File: config.mk
export PLATFORM = sky130hd
export DESIGN_NAME = oacr_regs
export DESIGN_NICKNAME = d
export VERILOG_FILES = /design/src/design/oacr_pkg.sv /design/src/design/oacr_regs.sv /design/src/design/oacr_offset_sub.sv /design/src/design/oacr_stab_out.sv
export SDC_FILE = /design/constraint.sdc
export NUM_CORES = 1
export LEC_CHECK = 0
export BUFFER_PORTS_ARGS = -buffer_cell sky130_fd_sc_hd__buf_2
export CORE_ASPECT_RATIO = 0.75
export CORE_MARGIN = 2
export CORE_UTILIZATION = 40
export DETAILED_ROUTE_END_ITERATION = 10
export GPL_ROUTABILITY_DRIVEN = 0
export PLACE_DENSITY = 0.73
export SETUP_SLACK_MARGIN = 0.1
export SKIP_CTS_REPAIR_TIMING = 1
export SYNTH_ARGS = -nofsm -noshare
export SYNTH_HDL_FRONTEND = slang
export SYNTH_HIERARCHICAL = 1
export SYNTH_SLANG_ARGS = --single-unit
File: constraint.sdc
create_clock -name mclk -period 3.55 [get_ports mclk]
set_input_delay 0.71 -clock mclk [delete_from_list [all_inputs] [get_ports mclk]]
set_output_delay 0.71 -clock mclk [all_outputs]
set_load 0.005 [all_outputs]
File: src/design/oacr_pkg.sv
// shared constants and carriers for the stabilization accel config and offset bank
// assumes one clock domain; register ports are plain strobed byte ports
package oacr_pkg;

	// ----------------------------------------------------------------
	// register offsets
	// ----------------------------------------------------------------
	localparam logic [7:0] OACR_OFS_CONFIG = 8'h72;
	localparam logic [7:0] OACR_OFS_XOFF = 8'h73;
	localparam logic [7:0] OACR_OFS_YOFF = 8'h74;

	// ----------------------------------------------------------------
	// field positions of ois_accel_config
	// ----------------------------------------------------------------
	localparam int OACR_RANGE_LSB = 6;
	localparam int OACR_BW_LSB = 3;
	localparam int OACR_ST_LSB = 1;
	localparam int OACR_CLAMP_BIT = 0;

	// ----------------------------------------------------------------
	// reset values
	// ----------------------------------------------------------------
	localparam logic [1:0] OACR_RANGE_RST = 2'h0;
	localparam logic [2:0] OACR_BW_RST = 3'h0;
	localparam logic [1:0] OACR_ST_RST = 2'h0;
	localparam logic OACR_CLAMP_RST = 1'b0;
	localparam logic [7:0] OACR_OFF_RST = 8'h00;
	localparam logic [7:0] OACR_UNMAPPED_RD = 8'h00;

	// ----------------------------------------------------------------
	// output conditioning values
	// ----------------------------------------------------------------
	localparam logic [15:0] OACR_CLAMP_WORD = 16'h8000;
	// nominal shift is one fifth of full scale at every range: 0.2 * 32768
	localparam logic [15:0] OACR_ST_SHIFT_LSB = 16'h199A;

	// range codes as the main accelerometer path encodes them
	typedef enum logic [1:0] {
		OACR_RANGE_2G = 2'b00,
		OACR_RANGE_16G = 2'b01,
		OACR_RANGE_4G = 2'b10,
		OACR_RANGE_8G = 2'b11
	} oacr_range_t;

	typedef enum logic [1:0] {
		OACR_ST_NORMAL0 = 2'b00,
		OACR_ST_POS = 2'b01,
		OACR_ST_NORMAL1 = 2'b10,
		OACR_ST_NEG = 2'b11
	} oacr_st_t;

	// register access request and answer
	typedef struct packed {
		logic wr;
		logic rd;
		logic [7:0] addr;
		logic [7:0] wdata;
	} oacr_req_t;

	typedef struct packed {
		logic rvalid;
		logic [7:0] rdata;
	} oacr_rsp_t;

	// a sample with its strobe
	typedef struct packed {
		logic valid;
		logic [15:0] data;
	} oacr_smp_t;

endpackage

File: src/design/oacr_regs.sv
// stabilization accelerometer config register and x/y user offset registers
// assumes primary and auxiliary register ports are synchronous byte strobes
`timescale 1ns/1ps
`default_nettype none
module oacr_regs #(
	parameter int OFS_SHIFT_LO = 0,
	parameter int OFS_SHIFT_HI = 4
) (
	input wire logic mclk,
	input wire logic rstn,
	input wire oacr_pkg::oacr_req_t pri_req,
	output oacr_pkg::oacr_rsp_t pri_rsp,
	input wire oacr_pkg::oacr_req_t aux_req,
	output oacr_pkg::oacr_rsp_t aux_rsp,
	input wire logic accel_range_source_mode,
	input wire logic [1:0] ui_accel_range,
	input wire logic ui_accel_on,
	input wire logic offset_weight_sel,
	input wire oacr_pkg::oacr_smp_t accel_x_in,
	input wire oacr_pkg::oacr_smp_t accel_y_in,
	input wire oacr_pkg::oacr_smp_t stab_in,
	output oacr_pkg::oacr_smp_t accel_x_out,
	output oacr_pkg::oacr_smp_t accel_y_out,
	output oacr_pkg::oacr_smp_t stab_out,
	output oacr_pkg::oacr_range_t stab_accel_range,
	output logic [2:0] stab_accel_bw_sel,
	output logic selftest_active,
	output logic selftest_negative
);
	import oacr_pkg::*;

	// ----------------------------------------------------------------
	// state
	// ----------------------------------------------------------------
	typedef struct packed {
		logic [1:0] stab_accel_range_sel;
		logic [2:0] stab_accel_bw_sel;
		logic [1:0] stab_gyro_selftest_sel;
		logic selftest_clamp_off;
		logic [7:0] x_offset_value;
		logic [7:0] y_offset_value;
		oacr_rsp_t pri_rsp;
		oacr_rsp_t aux_rsp;
		oacr_range_t eff_range;
		logic st_active;
		logic st_neg;
	} oacr_state_t;

	oacr_state_t state_q, state_d;

	// ----------------------------------------------------------------
	// decode helpers
	// ----------------------------------------------------------------
	function automatic oacr_range_t range_map(input logic src_mode, input logic [1:0] fld,
		input logic ui_on, input logic [1:0] ui_rng);
		oacr_range_t r;
		r = oacr_range_t'(ui_rng);
		if (src_mode) begin
			unique case (fld)
				2'b00: r = OACR_RANGE_2G;
				2'b01: r = ui_on ? OACR_RANGE_2G : OACR_RANGE_16G;
				2'b10: r = OACR_RANGE_4G;
				2'b11: r = OACR_RANGE_8G;
			endcase
		end
		return r;
	endfunction

	function automatic logic [7:0] read_mux(input logic [7:0] addr, input oacr_state_t s,
		input logic src_mode, input logic [1:0] ui_rng);
		logic [7:0] v;
		v = OACR_UNMAPPED_RD;
		unique case (addr)
			OACR_OFS_CONFIG: begin
				v[OACR_RANGE_LSB +: 2] = src_mode ? s.stab_accel_range_sel : ui_rng;
				v[OACR_BW_LSB +: 3] = s.stab_accel_bw_sel;
				v[OACR_ST_LSB +: 2] = s.stab_gyro_selftest_sel;
				v[OACR_CLAMP_BIT] = s.selftest_clamp_off;
			end
			OACR_OFS_XOFF: v = s.x_offset_value;
			OACR_OFS_YOFF: v = s.y_offset_value;
			default: v = OACR_UNMAPPED_RD;
		endcase
		return v;
	endfunction

	// ----------------------------------------------------------------
	// next state
	// ----------------------------------------------------------------
	always_comb begin
		state_d = state_q;
		// only the auxiliary port may change the config register
		if (aux_req.wr && aux_req.addr == OACR_OFS_CONFIG) begin
			state_d.stab_accel_range_sel = aux_req.wdata[OACR_RANGE_LSB +: 2];
			state_d.stab_accel_bw_sel = aux_req.wdata[OACR_BW_LSB +: 3];
			state_d.stab_gyro_selftest_sel = aux_req.wdata[OACR_ST_LSB +: 2];
			state_d.selftest_clamp_off = aux_req.wdata[OACR_CLAMP_BIT];
		end
		// primary writes to the config offset fall through with no effect
		if (pri_req.wr && pri_req.addr == OACR_OFS_XOFF) begin
			state_d.x_offset_value = pri_req.wdata;
		end
		if (pri_req.wr && pri_req.addr == OACR_OFS_YOFF) begin
			state_d.y_offset_value = pri_req.wdata;
		end
		state_d.pri_rsp.rvalid = pri_req.rd;
		state_d.pri_rsp.rdata = pri_req.rd
			? read_mux(pri_req.addr, state_q, accel_range_source_mode, ui_accel_range)
			: state_q.pri_rsp.rdata;
		state_d.aux_rsp.rvalid = aux_req.rd;
		state_d.aux_rsp.rdata = aux_req.rd
			? read_mux(aux_req.addr, state_q, accel_range_source_mode, ui_accel_range)
			: state_q.aux_rsp.rdata;
		state_d.eff_range = range_map(accel_range_source_mode, state_q.stab_accel_range_sel,
			ui_accel_on, ui_accel_range);
		// codes 01 and 11 enable self-test, bit 1 gives the sign
		state_d.st_active = state_q.stab_gyro_selftest_sel[0];
		state_d.st_neg = state_q.stab_gyro_selftest_sel == OACR_ST_NEG;
	end

	always_ff @(posedge mclk or negedge rstn) begin
		if (!rstn) begin
			state_q <= '0;
			state_q.stab_accel_range_sel <= OACR_RANGE_RST;
			state_q.stab_accel_bw_sel <= OACR_BW_RST;
			state_q.stab_gyro_selftest_sel <= OACR_ST_RST;
			state_q.selftest_clamp_off <= OACR_CLAMP_RST;
			state_q.x_offset_value <= OACR_OFF_RST;
			state_q.y_offset_value <= OACR_OFF_RST;
			state_q.eff_range <= OACR_RANGE_2G;
		end else begin
			state_q <= state_d;
		end
	end

	// ----------------------------------------------------------------
	// data paths
	// ----------------------------------------------------------------
	oacr_offset_sub #(
		.SHIFT_LO(OFS_SHIFT_LO),
		.SHIFT_HI(OFS_SHIFT_HI)
	) u_x_sub (
		.mclk(mclk),
		.rstn(rstn),
		.smp_in(accel_x_in),
		.offset(state_q.x_offset_value),
		.weight_sel(offset_weight_sel),
		.smp_out(accel_x_out)
	);

	oacr_offset_sub #(
		.SHIFT_LO(OFS_SHIFT_LO),
		.SHIFT_HI(OFS_SHIFT_HI)
	) u_y_sub (
		.mclk(mclk),
		.rstn(rstn),
		.smp_in(accel_y_in),
		.offset(state_q.y_offset_value),
		.weight_sel(offset_weight_sel),
		.smp_out(accel_y_out)
	);

	// the clamp uses the registered self-test decode, one cycle behind the field
	oacr_stab_out u_stab (
		.mclk(mclk),
		.rstn(rstn),
		.smp_in(stab_in),
		.st_active(state_q.st_active),
		.st_neg(state_q.st_neg),
		.clamp_off(state_q.selftest_clamp_off),
		.smp_out(stab_out)
	);

	assign pri_rsp = state_q.pri_rsp;
	assign aux_rsp = state_q.aux_rsp;
	assign stab_accel_range = state_q.eff_range;
	assign stab_accel_bw_sel = state_q.stab_accel_bw_sel;
	assign selftest_active = state_q.st_active;
	assign selftest_negative = state_q.st_neg;
endmodule
`default_nettype wire

File: src/design/oacr_offset_sub.sv
// one axis of user offset correction: sample minus weighted signed offset
// assumes samples are 16-bit two's complement with a one-cycle valid strobe
`timescale 1ns/1ps
`default_nettype none
module oacr_offset_sub #(
	parameter int SHIFT_LO = 0,
	parameter int SHIFT_HI = 4
) (
	input wire logic mclk,
	input wire logic rstn,
	input wire oacr_pkg::oacr_smp_t smp_in,
	input wire logic [7:0] offset,
	input wire logic weight_sel,
	output oacr_pkg::oacr_smp_t smp_out
);
	import oacr_pkg::*;

	typedef struct packed {
		oacr_smp_t out;
	} oacr_sub_state_t;

	oacr_sub_state_t state_q, state_d;
	logic signed [23:0] ofs_w;
	logic signed [23:0] diff;

	always_comb begin
		state_d = state_q;
		// offset is two's complement; weight picks a left shift
		ofs_w = 24'(signed'(offset));
		ofs_w = weight_sel ? (ofs_w <<< SHIFT_HI) : (ofs_w <<< SHIFT_LO);
		diff = 24'(signed'(smp_in.data)) - ofs_w;
		state_d.out.valid = smp_in.valid;
		if (smp_in.valid) begin
			// saturate rather than wrap near full scale
			if (diff > 24'sd32767) begin
				state_d.out.data = 16'h7FFF;
			end else if (diff < -24'sd32768) begin
				state_d.out.data = 16'h8000;
			end else begin
				state_d.out.data = diff[15:0];
			end
		end
	end

	always_ff @(posedge mclk or negedge rstn) begin
		if (!rstn) begin
			state_q <= '0;
		end else begin
			state_q <= state_d;
		end
	end

	assign smp_out = state_q.out;
endmodule
`default_nettype wire

File: src/design/oacr_stab_out.sv
// stabilization output conditioning during gyroscope self-test
// assumes self-test controls are stable registers of the config bank
`timescale 1ns/1ps
`default_nettype none
module oacr_stab_out (
	input wire logic mclk,
	input wire logic rstn,
	input wire oacr_pkg::oacr_smp_t smp_in,
	input wire logic st_active,
	input wire logic st_neg,
	input wire logic clamp_off,
	output oacr_pkg::oacr_smp_t smp_out
);
	import oacr_pkg::*;

	typedef struct packed {
		oacr_smp_t out;
	} oacr_so_state_t;

	oacr_so_state_t state_q, state_d;
	logic signed [17:0] shifted;

	always_comb begin
		state_d = state_q;
		shifted = st_neg ? 18'(signed'(smp_in.data)) - 18'(OACR_ST_SHIFT_LSB)
			: 18'(signed'(smp_in.data)) + 18'(OACR_ST_SHIFT_LSB);
		state_d.out.valid = smp_in.valid;
		if (smp_in.valid) begin
			if (!st_active) begin
				state_d.out.data = smp_in.data;
			end else if (!clamp_off) begin
				state_d.out.data = OACR_CLAMP_WORD;
			end else if (shifted > 18'sd32767) begin
				state_d.out.data = 16'h7FFF;
			end else if (shifted < -18'sd32768) begin
				state_d.out.data = 16'h8000;
			end else begin
				state_d.out.data = shifted[15:0];
			end
		end
	end

	always_ff @(posedge mclk or negedge rstn) begin
		if (!rstn) begin
			state_q <= '0;
		end else begin
			state_q <= state_d;
		end
	end

	assign smp_out = state_q.out;
endmodule
`default_nettype wire

Word-level counts from Yosys, hierarchy flattened

Cells that the tools add are included.
W data, S select, Z words.

Bits of input ports: 94
Logic and storage cells: 60
Flip-flop bits (word level): 97
Output and inout bits: 76

Reduce and logical (&&, ||, !) cells: 4
Equal/unequal tests: 10
Multiplexer cells: 17
$add $sub $neg: 4
Order comparisons: 6

Operators by type and width:

| cell                     | count |
|---|---|
| $mux W16                 | 8 |
| $eq A8 B7 Y1 const B     | 6 |
| $gt A24 B16 Y1 const B   | 2 |
| $lt A24 B16 Y1 const B   | 2 |
| $pmux W8 S3              | 2 |
| $sub A16 B12 Y17         | 2 |
| $mux W11                 | 2 |
| $gt A18 B16 Y1 const B   | 1 |
| $lt A18 B16 Y1 const B   | 1 |
| $mux W18                 | 1 |
| $add A16 B14 Y17 const B | 1 |
| $sub A16 B14 Y17 const B | 1 |
| $pmux W2 S4              | 1 |
| $eq A2 B2 Y1 const B     | 3 |
| $mux W2                  | 2 |
| $logic_and A1 B1 Y1      | 3 |
| $eq A2 B1 Y1 const B     | 1 |
| $logic_not A2 Y1         | 1 |
| $mux W1                  | 1 |

Depth between registers and ports, before layout

Gate-level depths: netlist of the first run.

Depth after elaboration: 7
Mapped depth: 13
Depth with buffers taken out: 12

Modules after synthesis

Netlist of the first run, hierarchy kept.

By module, submodules not included:

| module          | seq. area each (µm²) | area each (µm²) | times used | cells an instance |
|---|---|---|---|---|
| oacr_offset_sub | 425.4                | 1651.6          | 2          | 185 |
| oacr_regs       | 1151.1               | 2307.2          | 1          | 202 |
| oacr_stab_out   | 425.4                | 1577.8          | 1          | 191 |

Least setup slack after synthesis of the first run

OpenSTA, ideal clock, no wires.

Path kind: in2reg
Start point: in offset_weight_sel
End point: reg u_x_sub.state_q, in the netlist u_x_sub/smp_out[0]
Data arrival time: 3.053 ns
Slack: 0.354 ns
Required time: 3.407 ns
Path buffers: 2
Stages: 12
Setup time: 0.143 ns
Cells stage by stage: clkbuf_1 -> nand2b_1 -> fa_1 -> a21oi_2 -> o211ai_2 -> o31ai_2 -> o211ai_2 -> o22ai_1 -> nand3b_1 -> o311ai_4 -> buf_8 -> o22ai_2

Longest elaborated chain between the ends: 5
Elaborated cells on any way between the ends: 6
Those cells by class: add/sub: 1; order compare: 2; mux: 3

Ends and longest elaborated chain:

| element              | RTL line              | text |
|---|---|---|
| from (decl)          | oacr_regs.sv:18       | `input wire logic offset_weight_sel,` |
| $mux W11 (*)         | oacr_offset_sub.sv:30 | `ofs_w = weight_sel ? (ofs_w <<< SHIFT_HI) : (ofs_w <<< SHIFT_LO);` |
| $sub A16 B12 Y17 (*) | oacr_offset_sub.sv:31 | `diff = 24'(signed'(smp_in.data)) - ofs_w;` |
| $lt A24 B16 Y1       | oacr_offset_sub.sv:37 | `end else if (diff < -24'sd32768) begin` |
| $mux W16             | oacr_offset_sub.sv:37 |  |
| $mux W16 (*)         | oacr_offset_sub.sv:35 | `if (diff > 24'sd32767) begin` |
| to (signal assigned) | oacr_offset_sub.sv:49 | `state_q <= state_d;` |
| to (decl)            | oacr_offset_sub.sv:22 | `oacr_sub_state_t state_q, state_d;` |

Every way passes the cells marked *; elsewhere a longest branch is shown, timed or not.
A chain may end at the register's enable or synchronous reset.

Final worst setup path of the first run

Start point: reg state_q[29] in the netlist's numbering
End point: reg u_y_sub.state_q, in the netlist u_y_sub/smp_out[2]

Longest elaborated chain between the ends: 5
Elaborated cells on any way between the ends: 6
Those cells by class: add/sub: 1; order compare: 2; mux: 3

Ends and longest elaborated chain:

| element                | RTL line              | text |
|---|---|---|
| from (decl)            | oacr_regs.sv:49       | `oacr_state_t state_q, state_d;` |
| from (signal assigned) | oacr_regs.sv:132      | `state_q <= state_d;` |
| $mux W11               | oacr_offset_sub.sv:30 |  |
| $sub A16 B12 Y17 (*)   | oacr_offset_sub.sv:31 |  |
| $lt A24 B16 Y1         | oacr_offset_sub.sv:37 |  |
| $mux W16               | oacr_offset_sub.sv:37 |  |
| $mux W16 (*)           | oacr_offset_sub.sv:35 |  |
| to (signal assigned)   | oacr_offset_sub.sv:49 |  |
| to (decl)              | oacr_offset_sub.sv:22 |  |

Marked as above.

==> results of run 1 <==
-- sequential cells by signal, summed over array words and instances (netlist names) --
| register | cells |
|---|---|
| state_d | 1 |
| u_stab/smp_out | 17 |
| state_q | 20 |
| pri_rsp | 9 |
| stab_accel_bw_sel | 3 |
| stab_accel_range | 2 |
| selftest_active | 1 |
| selftest_negative | 1 |
| u_y_sub/smp_out | 17 |
| aux_rsp | 9 |
| u_x_sub/smp_out | 17 |
-- power groups by stage --
stage          sequential, mW  clock (mW)  combinational, mW
5_1_grt                  1.27        1.02              0.861
3_3_place_gp             1.28           0              0.752
3_5_place_dp             1.28           0              0.767
6_report                 1.26       0.959              0.770
2_1_floorplan            1.27           0              0.499
4_1_cts                  1.26       0.989              0.770
-- cell usage in the layout, fill, tap and decap left out, types with 4 or more instances in the layout --
master / count
sky130_fd_sc_hd__buf_2: 168
sky130_fd_sc_hd__mux2i_1: 21
sky130_fd_sc_hd__o211ai_1: 5
sky130_fd_sc_hd__o21ai_2: 5
sky130_fd_sc_hd__xnor2_1: 18
sky130_fd_sc_hd__a31oi_1: 19
sky130_fd_sc_hd__xor2_1: 12
sky130_fd_sc_hd__buf_4: 16
sky130_fd_sc_hd__o21bai_1: 6
sky130_fd_sc_hd__nand3_1: 21
sky130_fd_sc_hd__a32oi_1: 5
sky130_fd_sc_hd__o21ai_0: 11
sky130_fd_sc_hd__nand4_1: 6
sky130_fd_sc_hd__o31a_1: 5
sky130_fd_sc_hd__mux2_2: 18
sky130_fd_sc_hd__a21oi_2: 7
sky130_fd_sc_hd__nor3_1: 5
sky130_fd_sc_hd__ha_1: 48
sky130_fd_sc_hd__or3_1: 4
sky130_fd_sc_hd__a21oi_1: 51
sky130_fd_sc_hd__a21o_1: 4
sky130_fd_sc_hd__o21a_1: 9
sky130_fd_sc_hd__o211ai_2: 4
sky130_fd_sc_hd__clkbuf_16: 9
sky130_fd_sc_hd__nand2_1: 25
sky130_fd_sc_hd__o21ai_1: 6
sky130_fd_sc_hd__inv_1: 72
sky130_fd_sc_hd__nand4b_1: 4
sky130_fd_sc_hd__o22ai_2: 20
sky130_fd_sc_hd__nor2_1: 91
sky130_fd_sc_hd__mux2_4: 8
sky130_fd_sc_hd__o22ai_1: 28
sky130_fd_sc_hd__nor2b_1: 6
sky130_fd_sc_hd__dfrtp_1: 97
sky130_fd_sc_hd__nand2b_1: 15
-- layer usage --
metal  track usage  share of wire  vias to the layer above
met3       0.06291          0.068                       26
li1              -              -                     3038
met4       0.04243          0.012                        4
met5             0         0.0014                        -
met2        0.3098           0.43                      175
met1        0.2898           0.49                     2925
-- worst min-delay path by stage --
| stage | endpoint | cells past startpoint | start |
|---|---|---|---|
| global route | u_stab/smp_out[9] | 1 | rstn |
| CTS | u_stab/smp_out[9] | 1 | rstn |
| finish | u_stab/smp_out[9] | 1 | rstn |
| floorplan | aux_rsp[0] | 0 | rstn |
| global placement | state_q[44] | 1 | state_q[44] |
| detailed placement | u_stab/smp_out[15] | 1 | u_stab/smp_out[15] |
-- logic make-up (layout without fill, tap and decap cells) --
family          count (synthesis)  in the layout  synth area share
other cells                     0              3                 0
flops                          97             97            0.3377
mux                            49             49           0.07798
simple gates                  202            202            0.1422
xor+xnor                       30             30           0.03655
buf+inv                       118            274           0.08564
compound gates                216            216            0.2280
fa+ha+maj                      51             51           0.09191
-- critical path, stage by stage, from the launching register on --
cell and delay (ns):
sky130_fd_sc_hd__dfrtp_1 0.46, sky130_fd_sc_hd__inv_1 0.20, sky130_fd_sc_hd__nor2_1 0.24, sky130_fd_sc_hd__a21oi_1 0.08, sky130_fd_sc_hd__ha_1 0.35, sky130_fd_sc_hd__a21oi_2 0.22
sky130_fd_sc_hd__o21ai_1 0.10, sky130_fd_sc_hd__a211o_1 0.31, sky130_fd_sc_hd__a32o_2 0.30, sky130_fd_sc_hd__o21ai_2 0.21, sky130_fd_sc_hd__mux2i_4 0.34, sky130_fd_sc_hd__buf_4 0.20
sky130_fd_sc_hd__nor2_1 0.06, sky130_fd_sc_hd__o22ai_2 0.09
-- layout make-up --
cell class	instances	area, sq um
Fill cell	1713	9156
Multi-Input combinational cell	548	4154
Sequential cell	97	2427
Timing Repair Buffer	186	1001
Tap cell	242	302.8
Inverter	72	270.3
Clock buffer	9	225.2
Clock inverter	7	60.06
Antenna cell	3	7.507
-- stage by stage --
stage | total power, mW | std cells | hold slack, ns | instance area (sq um)
CTS | 3.016 | 1161 | 0.3397 | 8432
detailed placement | 2.044 | 1145 | 0.4985 | 8147
floorplan | 1.765 | 763 | 0.4052 | 7188
global route | 3.150 | 1161 | 0.3688 | 8441
global placement | 2.029 | 1145 | 0.4963 | 8147
finish | 2.986 | 1164 | 0.3236 | 8448
==> summary.txt, run 1 <==
Run status
  – Outcome: finished, final reports clean

STA
  – Final setup vio count: 0
  – Highest attainable clock frequency: 0.3085 GHz
  – Headroom to the max-slew limit: 0.5944
  – Slew at the pin closest to its max-slew limit: approximately 0.61 ns
  – Minimum setup slack in the final design: between 0.3 and 0.4 ns
  – Shortest clock period the worst path allows after layout: 3.241 ns
  – Setup TNS: 0 ns
  – Ratio of final minimum period to clock period: 0.9131
  – Max Clock Skew: 0.007584 ns
  – Fin. Hold Viols: 0
  – Max Transition Viols Final: 0
  – RSZ-0062 raised after global routing: false

Synth
  – Synth area leader: sky130_fd_sc_hd__dfrtp_1
  – Synthesized area divided by synthesized cell count: 9.421 sq um
  – Synth Warn #: 6
  – Cell types with the highest counts after synthesis: sky130_fd_sc_hd__dfrtp_1 (97), sky130_fd_sc_hd__nor2_1 (91), sky130_fd_sc_hd__inv_1 (72), sky130_fd_sc_hd__a21oi_1 (51), sky130_fd_sc_hd__ha_1 (48)
  – Top post-synthesis cells by area: sky130_fd_sc_hd__dfrtp_1 (34%), sky130_fd_sc_hd__ha_1 (8.4%), sky130_fd_sc_hd__nor2_1 (4.8%)
  – Most common flop cell mapped by yosys: sky130_fd_sc_hd__dfrtp_1
  – Post-synth top area share: 0.3377
  – Portion of the post-synthesis area used by sequential elements: 0.3377
  – Yosys reg bits: 97
  – Post-synth EDFFs: 0
  – Share of synthesized registers carrying an async set or reset: 1.000
  – Number of cells produced by synthesis: ~760
  – Net count after synthesis: 908
  – Dominant cell by count in the synthesized netlist: sky130_fd_sc_hd__dfrtp_1
  – Distinct cell type count after synthesis: 73
  – Post-synthesis instance area: between 7000 and 8000 sq um

Global route
  – Wire length of the first global-routing pass: 31200 um
  – Pin count of the biggest net entering global routing: between 40 and 50
  – Number of global-route vias before repair: about 6.1k
  – Total grt overflow: 0
  – Overall global routing resource usage: 0.2050
  – Antenna violations before repair: 5

CTS
  – CTS tree: built
  – Root Buffer Master: sky130_fd_sc_hd__clkbuf_16
  – Clock tree sinks: between 90 and 100
  – Clock input transition at the sequential cells of the worst setup and hold paths: roughly 0.070 ns
  – Maximum count of clock buffers along a single path: 2
  – Clock buffers created by TritonCTS: 9
  – CTS H-tree depth: 3
  – Insertion delay to the later sink of the worst-skew pair: between 0.3 and 0.4 ns

Power and ir drop
  – Total leakage power: 3.978 nW
  – Clock power frac: 0.321
  – Fraction of power spent switching nets: 0.3216
  – Power per standard cell area: roughly 350 nW/um^2
  – Max VDD drop: around 0.22 mV
  – Sequential group share of total power: 0.421
  – Internal power of the cells: 2.025 mW
  – Part of the power in combinational logic: 0.258
  – Switching power of the nets: ~0.96 mW

Final layout
  – Final core utilization: 0.4799
  – # nets final: 1059
  – Signed area change from the synthesized netlist to the final layout: 17.53%
  – Fraction of layout cells with a size suffix above 1: 0.3188

Setup path
  – Worst R2R Path Depth: 13
  – Flop2flop setup slack: slightly above 0.3 ns
  – Terminus of the critical flop-to-flop path: u_y_sub/smp_out[2]
  – R2r startpoint: state_q[29]
  – Signal arrival time at the worst endpoint: roughly 3.5 ns
  – Worst endpoint required time: around 3.8 ns
  – Largest fanout of any net on the critical path: 8
  – Endpoint type of the worst setup path: flip-flop
  – Critical path startpoint category: flip-flop
  – Launching element of the worst setup path: state_q[29]
  – Worst setup endpoint: u_y_sub/smp_out[2]
  – Category of the critical setup timing path: reg -> reg

Place
  – Minimum setup slack after placement: -0.008256 ns
  – Count of buffers from port buffering: about 170
  – DP HPWL: approximately 15000 um

Route
  – First-iteration detailed-routing DRC count: 359
  – Mean number of vias per cell: 5.299
  – Final routed wire length divided by cell count: about 16 um
  – Sum of routed wire length over all layers: 19030 um
  – Antenna viol nets, final: 0
  – Via count: 6168
  – Router iterations before antenna repair: 5
  – DRC Markers: 0

Floorplanning
  – Area of the die: between 15000 and 20000 sq um
  – Std cell rows: 42
  – Core area: 17600 sq um
  – Die span in y: about 120 um
  – Starting Density: 0.4083
  – Count of pins on the block boundary: between 150 and 200
  – Die outline width: between 150 and 200 um

Worst hold path
  – Class of the tightest hold or removal check: in -> async

Run
  – Reported max-cap violation count: 0
Note: power is estimated with default switching activity, not from simulation.
==> run 2, diff against run 1 <==
- CORE_ASPECT_RATIO: 0.75 -> unset
==> run 2 against run 1 <==
Effect of this change:
- clock-buffer cell count up 2
- via count up 0.96%
- cell area down 0.65%
- sequential power about the same
- wire length down 1.1%
- clock power up 1%
- combinational power down 0.6%
- utilization down 0.78 points
- largest cell class unchanged
==> summary.txt, run 2 (same netlist as run 1, synthesis figures left out) <==
Run status
  – Outcome: finished, final reports clean

Setup path
  – Worst R2R Path Depth: 13
  – Flop2flop setup slack: roughly 0.39 ns
  – Most frequent cell on the critical path: sky130_fd_sc_hd__nor2_1
  – R2r startpoint: state_q[37]
  – Terminus of the critical flop-to-flop path: u_x_sub/smp_out[11]
  – Category of the critical setup timing path: reg -> reg
  – Worst endpoint required time: 3.81 ns
  – Endpoint type of the worst setup path: flip-flop
  – Critical path startpoint category: flip-flop
  – Crit path cell chain: inv_1, nor2_1, a21oi_1, ha_1, a21oi_2, o21ai_1, a211o_1, a32o_2, o21ai_2, mux2i_2, buf_4, nor2_1, o22ai_1
  – Top cell family by delay on the critical path: compound AO/OA/AOI/OAI gates
  – Slowest library cell on the worst path: sky130_fd_sc_hd__dfrtp_1
  – Largest fanout of any net on the critical path: 14
  – Launching element of the worst setup path: state_q[37]
  – Buffers plus inverters on the worst setup path: 2
  – Signal arrival time at the worst endpoint: roughly 3.4 ns
  – Peak per-stage delay on the critical path: roughly 0.43 ns

Route
  – Router iterations before antenna repair: 5
  – Mean number of vias per cell: approximately 5.4
  – Via count: 6227
  – Antenna viol nets, final: 0
  – Sum of routed wire length over all layers: 18820 um
  – Final routed wire length divided by cell count: 16.43 um
  – DRC Markers: 0
  – First-iteration detailed-routing DRC count: about 460

Final layout
  – Final non-filler cell area: about 8400 sq um
  – Biggest register: state_q
  – # nets final: roughly 1.1k
  – Most common library cell in the layout ignoring fill and taps: sky130_fd_sc_hd__buf_2
  – Number of filler cells placed in the layout: 1728
  – Max reg flops: 20
  – Signed area change from the synthesized netlist to the final layout: 16.76%
  – Commonest cells after routing, fill and taps aside: sky130_fd_sc_hd__buf_2 (168), sky130_fd_sc_hd__dfrtp_1 (97), sky130_fd_sc_hd__nor2_1 (91)
  – Fraction of layout cells with a size suffix above 1: 0.3158

STA
  – RSZ-0062 raised after global routing: false
  – Slew at the pin closest to its max-slew limit: 0.7543 ns
  – Headroom to the max-slew limit: 0.4971
  – Setup TNS: 0 ns
  – Fin. Hold Viols: 0
  – Ratio of final minimum period to clock period: 0.8906
  – Final setup vio count: 0
  – Highest attainable clock frequency: approximately 0.32 GHz
  – Max Transition Viols Final: 0
  – Shortest clock period the worst path allows after layout: about 3.2 ns
  – Max Clock Skew: 0.01128 ns

Floorplanning
  – Std cell rows: 49
  – Die span in y: approximately 140 um
  – Die outline width: approximately 140 um
  – Starting Density: 0.4043
  – Count of pins on the block boundary: between 150 and 200
  – Area of the die: roughly 19000 sq um
  – Core area: 17780 sq um

Global route
  – Wire length of the first global-routing pass: 29920 um
  – Overall global routing resource usage: 0.1935
  – Pin count of the biggest net entering global routing: 59
  – Total grt overflow: 0
  – Antenna violations before repair: 1
  – Number of global-route vias before repair: 5861

Place
  – Placed cell areas: between 8000 and 9000 sq um
  – Count of buffers from port buffering: between 150 and 200
  – DP HPWL: 14550 um

Power and ir drop
  – Max VDD drop: between 0.2 and 0.25 mV
  – Total leakage power: ~4.0 nW
  – Power per standard cell area: 356.1 nW/um^2

CTS
  – Clock buffers created by TritonCTS: 9
  – Insertion delay to the later sink of the worst-skew pair: about 0.35 ns
  – Maximum count of clock buffers along a single path: 2
  – CTS H-tree depth: 3
  – Clock input transition at the sequential cells of the worst setup and hold paths: 0.07 ns
  – Clock tree sinks: 97
  – CTS tree: built
  – Root Buffer Master: sky130_fd_sc_hd__clkbuf_16

Run
  – Reported max-cap violation count: 0

Worst hold path
  – Class of the tightest hold or removal check: in -> async
[run 2: cell types whose count changed in the layout (fill, tap and decap cells not counted), sizes merged]
cell | previous run | this run
inv | 75 | 73
clkinv | 4 | 2
clkbuf | 9 | 11
diode | 3 | 1
clkinvlp | 0 | 2
buf | 186 | 182
[run 2: worst reg2reg max path, stage by stage (launching register included)]
cell,delay [ns]
sky130_fd_sc_hd__dfrtp_1,0.43
sky130_fd_sc_hd__inv_1,0.19
sky130_fd_sc_hd__nor2_1,0.26
sky130_fd_sc_hd__a21oi_1,0.08
sky130_fd_sc_hd__ha_1,0.35
sky130_fd_sc_hd__a21oi_2,0.23
sky130_fd_sc_hd__o21ai_1,0.10
sky130_fd_sc_hd__a211o_1,0.31
sky130_fd_sc_hd__a32o_2,0.31
sky130_fd_sc_hd__o21ai_2,0.18
sky130_fd_sc_hd__mux2i_2,0.24
sky130_fd_sc_hd__buf_4,0.23
sky130_fd_sc_hd__nor2_1,0.07
sky130_fd_sc_hd__o22ai_1,0.12
[run 2: layout make-up]
type / instances / area (sq um) / area share
antenna: 1 / 2.502 / 0.0002982
clock buffer: 11 / 252.7 / 0.03011
clock inverter: 5 / 37.54 / 0.004472
inverter: 72 / 270.3 / 0.03220
multi-input combinational: 548 / 4145 / 0.4939
sequential: 97 / 2427 / 0.2892
tap: 229 / 286.5 / 0.03414
timing repair buffer: 182 / 970.9 / 0.1157
[run 2: worst max path at each step]
stage | to | slack [ns] | depth (start not counted)
floorplan | u_x_sub/smp_out[0] | 0.35 | 12
global placement | u_x_sub/smp_out[10] | 0.14 | 14
detailed placement | u_y_sub/smp_out[10] | 0.06 | 14
CTS | u_x_sub/smp_out[11] | 0.42 | 14
global route | u_x_sub/smp_out[8] | 0.18 | 13
finish | u_x_sub/smp_out[11] | 0.39 | 13
[run 2: per-stage QoR]
step                utilization  hold WS, ns  cells  setup slack [ns]  power, mW
floorplan                     -       0.4052    763            0.3544      1.765
global placement         0.4556       0.4687   1128            0.1369      2.024
detailed placement       0.4556       0.4775   1128           0.05702      2.039
CTS                      0.4719       0.4560   1144            0.4196      3.021
global route             0.4719       0.4838   1144            0.1779      3.157
finish                   0.4721       0.4262   1145            0.3883      2.989
[run 2: metal layers]
metal / routed length [um] / track usage / vias up
met5: 0 / 0 / -
met3: 1100 / 0.03498 / 26
met4: 327 / 0.06122 / 0
li1: - / - / 3030
met1: 8834 / 0.2717 / 2947
met2: 8554 / 0.3043 / 224
[run 2: report_power, final]
part | total [mW] | switching, mW | internal [mW]
logic | 0.765 | 0.423 | 0.342
clock network | 0.969 | 0.453 | 0.517
registers | 1.25 | 0.0638 | 1.19
==> run 3, diff against run 2 <==
- REMOVE_ABC_BUFFERS: unset -> 1
==> run 3 against run 2 <==
Effect of this change:
- wire length is 0.25% higher
- worst setup slack better by 0.032 ns
- maximum frequency grew 1.0%
- sequential power about the same
- highest routed layer unchanged
- clock-buffer cell count is the same
- largest cell class unchanged
- register-to-register slack improved by 0.05 ns
- non-clock buffer count rose by 1
- via count decreased by 0.92%
- combinational power up 0.8%
- largest power group unchanged
- sequential cell count unchanged
- die area is the same
- critical path depth rose by 1
==> summary.txt, run 3 (same netlist as run 1, synthesis figures left out) <==
Run status
  – Outcome: finished, final reports clean

Route
  – Antenna viol nets, final: 0
  – Uppermost routed layer: met4
  – Wl on met1: about 8600 um
  – Routed wire length on met3: between 1000 and 1500 um
  – DRC Markers: 0
  – Metal2 WL: 8648 um
  – Router iterations before antenna repair: 5
  – Final routed wire length divided by cell count: roughly 16 um
  – Sum of routed wire length over all layers: around 19000 um
  – Mean number of vias per cell: 5.370
  – First-iteration detailed-routing DRC count: roughly 420
  – Via count: just over 6k

Power and ir drop
  – Switching power of the nets: 0.9191 mW
  – Max VDD drop: between 0.2 and 0.25 mV
  – Part of the power in combinational logic: 0.255
  – Sequential group share of total power: 0.415
  – Total leakage power: around 4 nW
  – Power per standard cell area: about 360 nW/um^2
  – Clock power frac: 0.330
  – Fraction of power spent switching nets: 0.3043
  – Overall power after layout: around 3.0 mW
  – Internal power of the cells: 2.101 mW

Final layout
  – Most common library cell in the layout ignoring fill and taps: sky130_fd_sc_hd__buf_2
  – Non-Filler Instances: 1149
  – Commonest cells after routing, fill and taps aside: sky130_fd_sc_hd__buf_2 (168), sky130_fd_sc_hd__dfrtp_1 (97), sky130_fd_sc_hd__nor2_1 (91)
  – Max reg flops: 20
  – Biggest register: state_q
  – Signed area change from the synthesized netlist to the final layout: 17.44%
  – # nets final: 1056
  – Number of filler cells placed in the layout: about 1.7k
  – Final non-filler cell area: ~8400 sq um
  – Sequential cell area: 2427 sq um
  – Fraction of layout cells with a size suffix above 1: 0.3148
  – Area of combinational cells with multiple inputs: about 4100 sq um

Setup path
  – Buffers plus inverters on the worst setup path: 3
  – Critical path startpoint category: primary input
  – Launching element of the worst setup path: offset_weight_sel
  – Worst endpoint required time: between 3 and 4 ns
  – Signal arrival time at the worst endpoint: 3.34 ns
  – Endpoint type of the worst setup path: flip-flop
  – Top cell family by delay on the critical path: compound AO/OA/AOI/OAI gates
  – Largest fanout of any net on the critical path: 15
  – Slowest library cell on the worst path: sky130_fd_sc_hd__fa_1
  – Crit path cell chain: buf_2, nor2b_1, ha_1, inv_1, fa_1, a21oi_2, o211ai_2, o31ai_2, o211ai_2, o22ai_1, nand3b_1, o311ai_4, buf_4, o22ai_1
  – Peak per-stage delay on the critical path: 0.41 ns
  – R2r startpoint: state_q[29]
  – Category of the critical setup timing path: in -> reg

CTS
  – CTS H-tree depth: 3
  – Clock tree sinks: 97
  – Maximum count of clock buffers along a single path: 2
  – Root Buffer Master: sky130_fd_sc_hd__clkbuf_16
  – Clock input transition at the sequential cells of the worst setup and hold paths: 0.07 ns
  – Insertion delay to the later sink of the worst-skew pair: roughly 0.35 ns
  – Clock buffers created by TritonCTS: 9
  – CTS tree: built

Floorplanning
  – Die span in y: around 140 um
  – Die outline width: ~140 um
  – Core area: 17780 sq um
  – Count of pins on the block boundary: 170
  – Area of the die: between 15000 and 20000 sq um
  – Starting Density: 0.4043
  – Std cell rows: just under 50

Place
  – Minimum setup slack after placement: approximately 0.072 ns
  – Placed cell areas: 8133 sq um
  – Count of buffers from port buffering: around 170
  – Instance count after placement with tap cells included: between 1k and 1.5k
  – DP HPWL: 14510 um

STA
  – Headroom to the max-slew limit: 0.5680
  – Fin. Hold Viols: 0
  – Shortest clock period the worst path allows after layout: ~3.1 ns
  – Setup TNS: 0 ns
  – Slew at the pin closest to its max-slew limit: 0.6452 ns
  – RSZ-0062 raised after global routing: false
  – Max Clock Skew: about 0.012 ns
  – Minimum setup slack in the final design: approximately 0.42 ns
  – Highest attainable clock frequency: roughly 0.32 GHz
  – Final setup vio count: 0
  – Ratio of final minimum period to clock period: 0.8817
  – Max Transition Viols Final: 0

Global route
  – Wire length of the first global-routing pass: roughly 30000 um
  – Total grt overflow: 0
  – Antenna violations before repair: 5
  – Pin count of the biggest net entering global routing: 83
  – Overall global routing resource usage: 0.1944
  – Number of global-route vias before repair: 5766

Run
  – Reported max-cap violation count: 0

Worst hold path
  – Class of the tightest hold or removal check: in -> async
[run 3: changes by cell type in the layout (fill, tap and decap cells not counted), sizes merged]
cell	previous run	this run
diode	1	5
buf	182	183
bufinv	0	1
clkinv	2	1
inv	73	72
[run 3: area by class of cell]
class | instances | area share
diodes | 5 | 0.001482
clock buffers | 11 | 0.02875
clock inverters | 4 | 0.006373
inverters | 72 | 0.03201
multi-input cells | 548 | 0.4910
flip-flops and latches | 97 | 0.2875
well taps | 229 | 0.03394
repair buffers | 183 | 0.1189
[run 3: path summary, 6_finish.rpt]
| check | endpoint | slack (ns) | depth (start not counted) |
|---|---|---|---|
| min in group mclk | selftest_active | 0.51 | 0 |
| max in group asynchronous | u_x_sub/smp_out[10] | 2.63 | 2 |
| max reg2reg | u_y_sub/smp_out[5] | 0.44 | 13 |
| max | u_x_sub/smp_out[10] | 0.42 | 14 |
| min reg2reg | selftest_active | 0.51 | 0 |
| min | u_y_sub/smp_out[9] | 0.22 | 1 |
[run 3: power groups by stage]
stage	logic, mW	registers, mW	clock network [mW]
6_report	0.771	1.25	0.996
2_1_floorplan	0.457	1.27	0
4_1_cts	0.772	1.25	1.03
5_1_grt	0.855	1.26	1.08
3_5_place_dp	0.769	1.27	0
3_3_place_gp	0.754	1.27	0
[run 3: metrics by stage]
| step | utilization | hold WS (ns) |
|---|---|---|
| floorplan | - | 0.4052 |
| global placement | 0.4574 | 0.4967 |
| detailed placement | 0.4574 | 0.4970 |
| CTS | 0.4741 | 0.2178 |
| global route | 0.4745 | 0.2291 |
| finish | 0.4748 | 0.2185 |
[run 3: worst register-to-register path, cell delays in order (launching register included)]
cell and delay, ns:
sky130_fd_sc_hd__dfrtp_1 0.46, sky130_fd_sc_hd__inv_1 0.18, sky130_fd_sc_hd__nor2_1 0.24, sky130_fd_sc_hd__a21oi_1 0.08, sky130_fd_sc_hd__ha_1 0.35, sky130_fd_sc_hd__a21oi_2 0.21
sky130_fd_sc_hd__o21ai_1 0.10, sky130_fd_sc_hd__a211o_1 0.32, sky130_fd_sc_hd__a32o_2 0.31, sky130_fd_sc_hd__nor3_4 0.25, sky130_fd_sc_hd__o21ai_2 0.10, sky130_fd_sc_hd__o311ai_4 0.11
sky130_fd_sc_hd__buf_12 0.19, sky130_fd_sc_hd__o22ai_2 0.09
[run 3: routing by layer]
metal  vias to the layer above  GRT usage
met2                       214     0.3111
li1                       3028          -
met3                        27    0.03672
met1                      2901     0.2607
met4                         0    0.07841
met5                         -          0
